$ cat src/shared/icp_pkg.sv
/*
 * Constants for the paced interrupt combiner: register map, field layout,
 * reset values, pacing tick divisor and the interrupt status layout.
 * Assumes a single 250 MHz clock domain and a plain strobe register port.
 */
// Behaviour
// - Merge all twenty level source lines into one processor interrupt output.
// - Global enable at zero keeps the combined output low regardless of sources.
// - Enabled: output high when any source active and pacing counter is zero.
// - Re-enabling with sources still pending reasserts output, giving a new edge.
// - Each 0 to 1 enable change copies the programmed pacing count into the down-counter.
// - No further combined interrupt while the pacing counter is nonzero.
// - Pacing counter decrements once per tick at one sixth of system clock.
// - Pacing count field resets to zero, 17 bits wide, upper bits read zero.
// - Control register bit 0 is global enable, resets 0, bits 31..1 read zero.
// - Counter loads only on a 0 to 1 enable change, not on rewriting 1.

package icp_pkg;

    // ------------------------------------------------------------
    // Register map
    // ------------------------------------------------------------
    localparam logic [7:0] ICP_ADDR_GATE_CTL = 8'h04;
    localparam logic [7:0] ICP_ADDR_PACE_CNT = 8'h08;
    localparam logic [7:0] ICP_ADDR_IRQ_STAT = 8'h0c;
    localparam logic [7:0] ICP_ADDR_IRQ_EN = 8'h10;
    localparam logic [7:0] ICP_ADDR_IRQ_CLR = 8'h14;
    localparam logic [7:0] ICP_ADDR_SRC_RAW = 8'h18;
    localparam logic [7:0] ICP_ADDR_PACE_NOW = 8'h1c;

    // ------------------------------------------------------------
    // Fields and reset values
    // ------------------------------------------------------------
    localparam int ICP_ENABLE_BIT = 0;
    localparam int ICP_PACE_W = 17;
    localparam int ICP_SRC_W = 20;
    localparam logic ICP_ENABLE_RST = 1'b0;
    localparam logic [16:0] ICP_PACE_RST = 17'h00000;
    // Status bits: combined output rose, pacing counter expired
    localparam int ICP_STAT_W = 2;
    localparam int ICP_STAT_IRQ_ROSE = 0;
    localparam int ICP_STAT_PACE_DONE = 1;
    localparam logic [1:0] ICP_STAT_RST = 2'h0;

    // ------------------------------------------------------------
    // Timing
    // ------------------------------------------------------------
    localparam int ICP_TICK_DIV = 6;
    localparam logic [2:0] ICP_TICK_LAST = 3'(ICP_TICK_DIV - 1);

    typedef enum logic [1:0] {
        ICP_GATE_OFF = 2'b00,
        ICP_GATE_PACE = 2'b01,
        ICP_GATE_ARMED = 2'b10
    } icp_gate_t;

endpackage

$ cat src/shared/icp_pace_if.sv
/*
 * Carrier between the top module and the pacing counter.
 * Assumes both ends run on the core clock.
 */
`timescale 1ns/1ps
`default_nettype none
interface icp_pace_if;
    logic load;
    logic [16:0] load_val;
    logic tick;
    logic [16:0] count;
    logic zero;

    modport ctrl (output load, output load_val, output tick, input count, input zero);
    modport ctr (input load, input load_val, input tick, output count, output zero);
endinterface
`default_nettype wire

$ cat src/design/icp_irq_combiner.sv
/*
 * Paced interrupt combiner: merges twenty level sources into one
 * processor interrupt, gated by a global enable and a pacing counter,
 * plus a small status/enable/clear block for its own events.
 * Assumes synchronous source levels and a one-cycle strobe register port.
 */
`timescale 1ns/1ps
`default_nettype none
module icp_irq_combiner (
    input wire logic CORE_CLK_IN,
    input wire logic NRST_IN,
    // Register port
    input wire logic [7:0] REG_ADDR_IN,
    input wire logic [31:0] REG_WDATA_IN,
    input wire logic REG_WR_IN,
    input wire logic REG_RD_IN,
    output logic [31:0] REG_RDATA_OUT,
    // Level sources
    input wire logic [7:0] TX_CHANNEL_DONE_IRQ_IN,
    input wire logic [7:0] RX_CHANNEL_DONE_IRQ_IN,
    input wire logic STATISTICS_OVERFLOW_IRQ_IN,
    input wire logic DESCRIPTOR_ERROR_IRQ_IN,
    input wire logic PHY_LINK_CHANGE_IRQ_IN,
    input wire logic MGMT_ACCESS_DONE_IRQ_IN,
    // Outputs
    output logic COMBINED_CPU_IRQ_OUT,
    output logic BLOCK_IRQ_OUT
);
    import icp_pkg::*;

    // ------------------------------------------------------------
    // Declarations
    // ------------------------------------------------------------
    icp_pace_if pace ();

    logic global_irq_enable_r;
    logic global_irq_enable_nxt;
    logic [16:0] pace_cnt_r;
    logic [16:0] pace_cnt_nxt;
    logic [1:0] stat_r;
    logic [1:0] stat_nxt;
    logic [1:0] stat_en_r;
    logic [1:0] stat_en_nxt;
    logic [31:0] rdata_nxt;
    logic comb_irq_nxt;
    logic block_irq_nxt;
    logic pace_zero_d_r;
    icp_gate_t gate_r;
    icp_gate_t gate_nxt;

    wire [19:0] irq_cause_vector;
    wire any_src;
    wire wr_ctl;
    wire wr_pace;
    wire wr_en;
    wire wr_clr;
    wire enable_rise;
    wire irq_rise;
    wire pace_done;
    wire [1:0] clr_bits;
    wire gate_on;

    // ------------------------------------------------------------
    // Source merge
    // ------------------------------------------------------------
    // All twenty sources fold into one level; order matches the cause vector
    assign irq_cause_vector = {MGMT_ACCESS_DONE_IRQ_IN, PHY_LINK_CHANGE_IRQ_IN,
        DESCRIPTOR_ERROR_IRQ_IN, STATISTICS_OVERFLOW_IRQ_IN,
        RX_CHANNEL_DONE_IRQ_IN, TX_CHANNEL_DONE_IRQ_IN};
    assign any_src = |irq_cause_vector;

    // ------------------------------------------------------------
    // Register decode
    // ------------------------------------------------------------
    assign wr_ctl = REG_WR_IN && (REG_ADDR_IN == ICP_ADDR_GATE_CTL);
    assign wr_pace = REG_WR_IN && (REG_ADDR_IN == ICP_ADDR_PACE_CNT);
    assign wr_en = REG_WR_IN && (REG_ADDR_IN == ICP_ADDR_IRQ_EN);
    assign wr_clr = REG_WR_IN && (REG_ADDR_IN == ICP_ADDR_IRQ_CLR);

    assign global_irq_enable_nxt = wr_ctl ? REG_WDATA_IN[ICP_ENABLE_BIT]
                                          : global_irq_enable_r;
    assign pace_cnt_nxt = wr_pace ? REG_WDATA_IN[ICP_PACE_W-1:0] : pace_cnt_r;
    assign stat_en_nxt = wr_en ? REG_WDATA_IN[ICP_STAT_W-1:0] : stat_en_r;

    // Only a 0 to 1 change reloads; rewriting 1 leaves pacing alone
    assign enable_rise = wr_ctl && REG_WDATA_IN[ICP_ENABLE_BIT]
                         && !global_irq_enable_r;

    // ------------------------------------------------------------
    // Pacing counter hookup
    // ------------------------------------------------------------
    assign pace.load = enable_rise;
    assign pace.load_val = pace_cnt_r;

    icp_tick_gen u_tick (
        .clk_in(CORE_CLK_IN),
        .nrst_in(NRST_IN),
        .tick_out(pace.tick)
    );

    icp_pace_ctr u_ctr (
        .clk_in(CORE_CLK_IN),
        .nrst_in(NRST_IN),
        .pace(pace.ctr)
    );

    // ------------------------------------------------------------
    // Gate state: off, pacing, armed
    // ------------------------------------------------------------
    // Tracks the enable and pacing situation; the output itself is decoded
    // below so a counter still running always blocks it
    always_comb begin
        gate_nxt = gate_r;
        case (gate_r)
            ICP_GATE_OFF: begin
                if (enable_rise) begin
                    gate_nxt = ICP_GATE_PACE;
                end
            end
            ICP_GATE_PACE: begin
                if (!global_irq_enable_nxt) begin
                    gate_nxt = ICP_GATE_OFF;
                end else if (pace.zero) begin
                    gate_nxt = ICP_GATE_ARMED;
                end
            end
            ICP_GATE_ARMED: begin
                if (!global_irq_enable_nxt) begin
                    gate_nxt = ICP_GATE_OFF;
                end
            end
            default: begin
                gate_nxt = ICP_GATE_OFF;
            end
        endcase
    end

    // ------------------------------------------------------------
    // Combined output
    // ------------------------------------------------------------
    // Registered, so the output follows enable and sources one cycle later.
    // Dropping enable forces it low; re-enabling with pending sources and a
    // zero count raises it again, giving the processor a fresh edge.
    // The gate state leaves off together with the enable, so it adds no delay
    assign gate_on = (gate_r != ICP_GATE_OFF);
    assign comb_irq_nxt = global_irq_enable_r
                          && gate_on
                          && any_src
                          && pace.zero
                          && !enable_rise;

    // ------------------------------------------------------------
    // Own event status
    // ------------------------------------------------------------
    assign irq_rise = comb_irq_nxt && !COMBINED_CPU_IRQ_OUT;
    assign pace_done = pace.zero && !pace_zero_d_r;
    assign clr_bits = wr_clr ? REG_WDATA_IN[ICP_STAT_W-1:0] : 2'h0;
    // A new event wins over a clear written in the same cycle
    assign stat_nxt = (stat_r & ~clr_bits) | {pace_done, irq_rise};
    assign block_irq_nxt = |(stat_nxt & stat_en_nxt);

    // ------------------------------------------------------------
    // Read mux
    // ------------------------------------------------------------
    // Unmapped addresses and reserved bits read zero
    always_comb begin
        rdata_nxt = 32'h00000000;
        if (REG_RD_IN) begin
            case (REG_ADDR_IN)
                ICP_ADDR_GATE_CTL: rdata_nxt = {31'h0, global_irq_enable_r};
                ICP_ADDR_PACE_CNT: rdata_nxt = {15'h0, pace_cnt_r};
                ICP_ADDR_IRQ_STAT: rdata_nxt = {30'h0, stat_r};
                ICP_ADDR_IRQ_EN: rdata_nxt = {30'h0, stat_en_r};
                ICP_ADDR_SRC_RAW: rdata_nxt = {12'h0, irq_cause_vector};
                ICP_ADDR_PACE_NOW: rdata_nxt = {15'h0, pace.count};
                default: rdata_nxt = 32'h00000000;
            endcase
        end
    end

    // ------------------------------------------------------------
    // Registers
    // ------------------------------------------------------------
    always_ff @(posedge CORE_CLK_IN or negedge NRST_IN) begin
        if (!NRST_IN) begin
            global_irq_enable_r <= ICP_ENABLE_RST;
            pace_cnt_r <= ICP_PACE_RST;
            stat_r <= ICP_STAT_RST;
            stat_en_r <= ICP_STAT_RST;
            pace_zero_d_r <= 1'b1;
            gate_r <= ICP_GATE_OFF;
            REG_RDATA_OUT <= 32'h00000000;
            COMBINED_CPU_IRQ_OUT <= 1'b0;
            BLOCK_IRQ_OUT <= 1'b0;
        end else begin
            global_irq_enable_r <= global_irq_enable_nxt;
            pace_cnt_r <= pace_cnt_nxt;
            stat_r <= stat_nxt;
            stat_en_r <= stat_en_nxt;
            pace_zero_d_r <= pace.zero;
            gate_r <= gate_nxt;
            REG_RDATA_OUT <= rdata_nxt;
            COMBINED_CPU_IRQ_OUT <= comb_irq_nxt;
            BLOCK_IRQ_OUT <= block_irq_nxt;
        end
    end
endmodule
`default_nettype wire

$ cat src/design/icp_tick_gen.sv
/*
 * Divide-by-six tick generator for the pacing counter.
 * Assumes the core clock and an asynchronous active-low reset.
 */
`timescale 1ns/1ps
`default_nettype none
module icp_tick_gen (
    input wire logic clk_in,
    input wire logic nrst_in,
    output logic tick_out
);
    import icp_pkg::*;

    logic [2:0] div_r;
    logic [2:0] div_nxt;
    logic tick_nxt;

    // ------------------------------------------------------------
    // Divider
    // ------------------------------------------------------------
    // One-cycle pulse every sixth cycle, free running
    assign tick_nxt = (div_r == ICP_TICK_LAST);
    assign div_nxt = tick_nxt ? 3'h0 : div_r + 3'h1;

    always_ff @(posedge clk_in or negedge nrst_in) begin
        if (!nrst_in) begin
            div_r <= 3'h0;
            tick_out <= 1'b0;
        end else begin
            div_r <= div_nxt;
            tick_out <= tick_nxt;
        end
    end
endmodule
`default_nettype wire

$ cat src/design/icp_pace_ctr.sv
/*
 * Loadable 17-bit pacing down-counter, saturating at zero.
 * Assumes load and tick are single-cycle strobes from the core clock.
 */
`timescale 1ns/1ps
`default_nettype none
module icp_pace_ctr (
    input wire logic clk_in,
    input wire logic nrst_in,
    icp_pace_if.ctr pace
);
    import icp_pkg::*;

    logic [16:0] cnt_r;
    logic [16:0] cnt_nxt;

    // ------------------------------------------------------------
    // Counter
    // ------------------------------------------------------------
    // Load wins over tick so a fresh enable always starts full
    assign cnt_nxt = pace.load ? pace.load_val :
        (pace.tick && cnt_r != 17'h00000) ? cnt_r - 17'h00001 : cnt_r;
    assign pace.count = cnt_r;
    assign pace.zero = (cnt_r == 17'h00000);

    always_ff @(posedge clk_in or negedge nrst_in) begin
        if (!nrst_in) begin
            cnt_r <= ICP_PACE_RST;
        end else begin
            cnt_r <= cnt_nxt;
        end
    end
endmodule
`default_nettype wire

$ cat config.mk
export PLATFORM = sky130hd
export DESIGN_NAME = icp_irq_combiner
export DESIGN_NICKNAME = d
export VERILOG_FILES = /design/src/shared/icp_pkg.sv /design/src/shared/icp_pace_if.sv /design/src/design/icp_irq_combiner.sv /design/src/design/icp_tick_gen.sv /design/src/design/icp_pace_ctr.sv
export SDC_FILE = /design/constraint.sdc
export NUM_CORES = 1
export LEC_CHECK = 0
export BUFFER_PORTS_ARGS = -buffer_cell sky130_fd_sc_hd__buf_4
export CORE_MARGIN = 4
export CORE_UTILIZATION = 51
export CTS_CLUSTER_DIAMETER = 150
export CTS_CLUSTER_SIZE = 8
export DETAILED_ROUTE_END_ITERATION = 7
export GPL_ROUTABILITY_DRIVEN = 0
export HOLD_SLACK_MARGIN = 0.06
export PLACE_DENSITY = 0.8
export SETUP_SLACK_MARGIN = 0.1
export SLEW_MARGIN = 20
export SYNTH_ARGS = -nofsm -noshare
export SYNTH_HDL_FRONTEND = slang
export SYNTH_SLANG_ARGS = --single-unit
$ cat constraint.sdc
create_clock -name CORE_CLK_IN -period 2.56 [get_ports CORE_CLK_IN]
set_input_delay 0.512 -clock CORE_CLK_IN [delete_from_list [all_inputs] [get_ports CORE_CLK_IN]]
set_output_delay 0.512 -clock CORE_CLK_IN [all_outputs]
set_load 0.05 [all_outputs]
==> summary.md <==
| Metric | Value |
|---|---|
| R2R depth | 7 |
| Class of the worst hold path | primary input to async pin |
| Status | finished with violations |
| Fillers | 492 |
| Non-filler cells, final | approximately 460 |
| Placed Instances | between 400 and 500 |
| PostCTS Resize Cnt | 0 |
| Most common cell in the synthesized netlist | dfrtp_1 |
| Clock skew | 0.00651 ns |
| Core Area | 6100 µm² |
| Crit path launch | u_ctr.pace.count[0] |
| Ys async rst share | 100% |
| Clock Pin Slew Worst Setup and Hold Paths | 0.07 ns |
| Startpoint Class | flip-flop |
| Tcrit/Tclk final | ~81% |
| Peak supply drop | 321 µV |
| Slew Limit Headroom | 44.4% |
| Detailed Route Iter0 Violations | around 340 |
| I/O Buffers | 70 |
| Total Neg Setup Slack | 0 ns |
| Netlist cell types | 50 |
| Gr usage total | 20.5% |
| Rows | 28 |
| Violated checks | DRC |
| Final non-filler cell area | approximately 4000 µm² |
| Final hold violations | 0 |
| Worst Setup EP | BLOCK_IRQ_OUT |
| Ys Warns | 0 |
| Max-slew violations | 0 |
| Vias in the first global route | 2548 |
| GR Overflow Total | 0 |
| Die span in x | 88.3 µm |
| Area leader, netlist | dfrtp_1 |
| Post-Syn Area per Cell | 10.8 µm² |
| CP max FO | 6 |
| Min Hold Slack | between 0.2 and 0.3 ns |
| DR DRC count | 5 |
| FF+latch area | 1700 µm² |
| Root buf cell | clkbuf_8 |
| Metal2 WL | 3.55 mm |
| R2r endpoint | BLOCK_IRQ_OUT |
| Hold Buf Count CTS | 0 |
| Detail Placement HPWL | 5.72 mm |
| Number of antenna diodes | 0 |
| Antenna viol nets, final | 0 |
| Top Ports | 98 |
| Die area | 7800 µm² |
| Vias per cell | 5.92 |
| CTS H-tree lvls | 3 |
| Max cap viols | 0 |
| F_max | between 400 and 500 MHz |
| Placed cell area | 3860 µm² |
| RSZ-0062 raised after global routing | no |
| CP arrival | 2.35 ns |
| Routed WL | 7.72 mm |
| Drt first pass iters | 8 |
| Power density over the cells | 540 nW/µm² |
| Largest net degree at the start of global routing | 69 |
| Post-Route M1 WL | around 3.3 mm |
| Main synth FF type | dfrtp_1 |
| Clk sink count | 68 |
| Final min period | 2.07 ns |
| Post-CTS setup buffers | 0 |
| Yosys reg bits | 68 |
| Ranking of synthesized cells by area | dfrtp_1 (51%), mux2_2 (6.5%), a222oi_1 (4.6%), nor2_1 (3.2%), o21ai_0 (2.7%) |
| Register area share after synthesis | 51.8% |
| Chip height | 88.3 µm |
| Highest Signal Layer | met4 |
| Clk Latency, worst-skew pair | 0.34 ns |
| Layout area overhead | 22.5% |
| Post-Syn Instances | 304 |
| Final Setup Violations | 0 |
| CTS tree | yes |
| Worst-Margin Slew | 0.834 ns |
| Critical path class | flip-flop to flip-flop |
| Footprint of the multi-input gates | between 1000 and 1500 µm² |
| Area fraction of the dominant cell type after synthesis | 51.0% |
| Via count | 2698 |
| Nets | 443 |
| Worst flop-to-flop path startpoint | u_ctr.pace.count[0] |
| Clk buf depth | 2 |
| First-pass GRT wire length | approximately 12 mm |
| Crit end category | flip-flop |
| WL met3 | around 810 µm |
| Number of synthesized flops with an enable pin | 0 |
| Top cells by count, synth | dfrtp_1 (67), nor2_1 (28), nand2_1 (22), mux2_2 (19), o21ai_0 (18) |
| CTS buffer count | 9 |
| Initial antenna violation count | 0 |
| WL/cell | 16.9 µm |
| Share of cells above drive strength 1 | 32.0% |
| Leak pwr | 1.81 nW |
| Req. time, crit path | 2.84 ns |
| Internal reg-to-reg setup slack | 0.49 ns |
| Initial Utilization | 54.0% |
| Mapped Area | 3290 µm² |
==> critical path, stage by stage (launching register included) <==
cell	delay, ns
dfrtp_1	0.42
inv_1	0.13
ha_1	0.20
nor3b_1	0.24
and4b_1	0.28
nand2_2	0.12
o41ai_2	0.43
a22o_1	0.20
==> placed cells by master (no fill, tap or decap), types with 2 or more instances in the layout <==
| master | n |
|---|---|
| nor2_1 | 28 |
| nor4_2 | 2 |
| nand3_1 | 4 |
| nand2_1 | 22 |
| nand4_1 | 3 |
| nand3b_1 | 4 |
| and3_1 | 4 |
| mux2_2 | 19 |
| xor2_1 | 4 |
| nand2_2 | 3 |
| a22o_1 | 2 |
| a211oi_1 | 3 |
| or3_1 | 2 |
| or4_1 | 2 |
| clkbuf_1 | 2 |
| buf_4 | 76 |
| clkinv_2 | 2 |
| a222oi_1 | 15 |
| xnor2_1 | 9 |
| inv_1 | 8 |
| mux2i_1 | 3 |
| o21ai_0 | 18 |
| nor3_1 | 6 |
| ha_1 | 2 |
| nor4_1 | 11 |
| conb_1 | 12 |
| a21oi_1 | 8 |
| clkbuf_8 | 11 |
| nand2b_1 | 5 |
| dfrtp_1 | 67 |
| nor3_2 | 4 |
==> where the power goes <==
part / switching [mW] / internal (mW) / leakage [nW]
combinational: 0.127 / 0.101 / 0.866
sequential: 0.0715 / 1.12 / 0.855
clock: 0.359 / 0.396 / 0.0893
==> layer usage <==
metal,vias up,global-route usage [%]
li1,1247,-
met1,1283,28.8
met2,158,31.3
met3,10,4.10
met4,0,8.52
met5,-,0
==> logic make-up after synthesis <==
group,count (synthesis),share of synthesized area (%)
simple gates,107,18.0
flops,68,51.8
compound gates,57,12.7
buf+inv,33,5.33
mux,23,7.87
xor+xnor,13,3.46
fa+ha+maj,2,0.761
other cells,1,0.114
==> state kept, by name, indices dropped and copies added (netlist names) <==
register              count
pace_zero_d_r             1
REG_RDATA_OUT            20
stat_r                    2
global_irq_enable_r       1
u_tick.tick_out           1
COMBINED_CPU_IRQ_OUT      1
pace.load_val            17
BLOCK_IRQ_OUT             1
stat_en_r                 2
u_ctr.pace.count         17
gate_r                    2
u_tick.div_r              3
==> how the worst min path moves through the flow <==
| stage | slack [ns] | cells past startpoint | to |
|---|---|---|---|
| final | 0.28 | 1 | COMBINED_CPU_IRQ_OUT |
| after floorplan | 0.22 | 0 | BLOCK_IRQ_OUT |
| after CTS | 0.30 | 1 | u_tick.div_r[0] |
| after global routing | 0.36 | 1 | COMBINED_CPU_IRQ_OUT |
| after detailed placement | 0.46 | 1 | u_tick.div_r[1] |
| after global placement | 0.45 | 1 | u_tick.div_r[1] |
==> cell type report <==
class                   count  share of cell area [%]
clock buffers              13                    3.94
well taps                  75                    2.33
inverters                   8                   0.745
repair buffers             76                    14.2
multi-input cells         214                    36.3
clock inverters             2                   0.248
flip-flops and latches     68                    42.3
==> stage by stage <==
stage / total power [mW] / worst slack (ns) / util [%]
after global routing: 2.26 / 0.282 / 66.1
after global placement: 1.43 / 0.261 / 63.3
after CTS: 2.19 / 0.491 / 66.1
after floorplan: 1.32 / 0.439 / -
after detailed placement: 1.44 / 0.239 / 63.3
final: 2.18 / 0.491 / 66.1
Power figures use the tool's default switching activity.
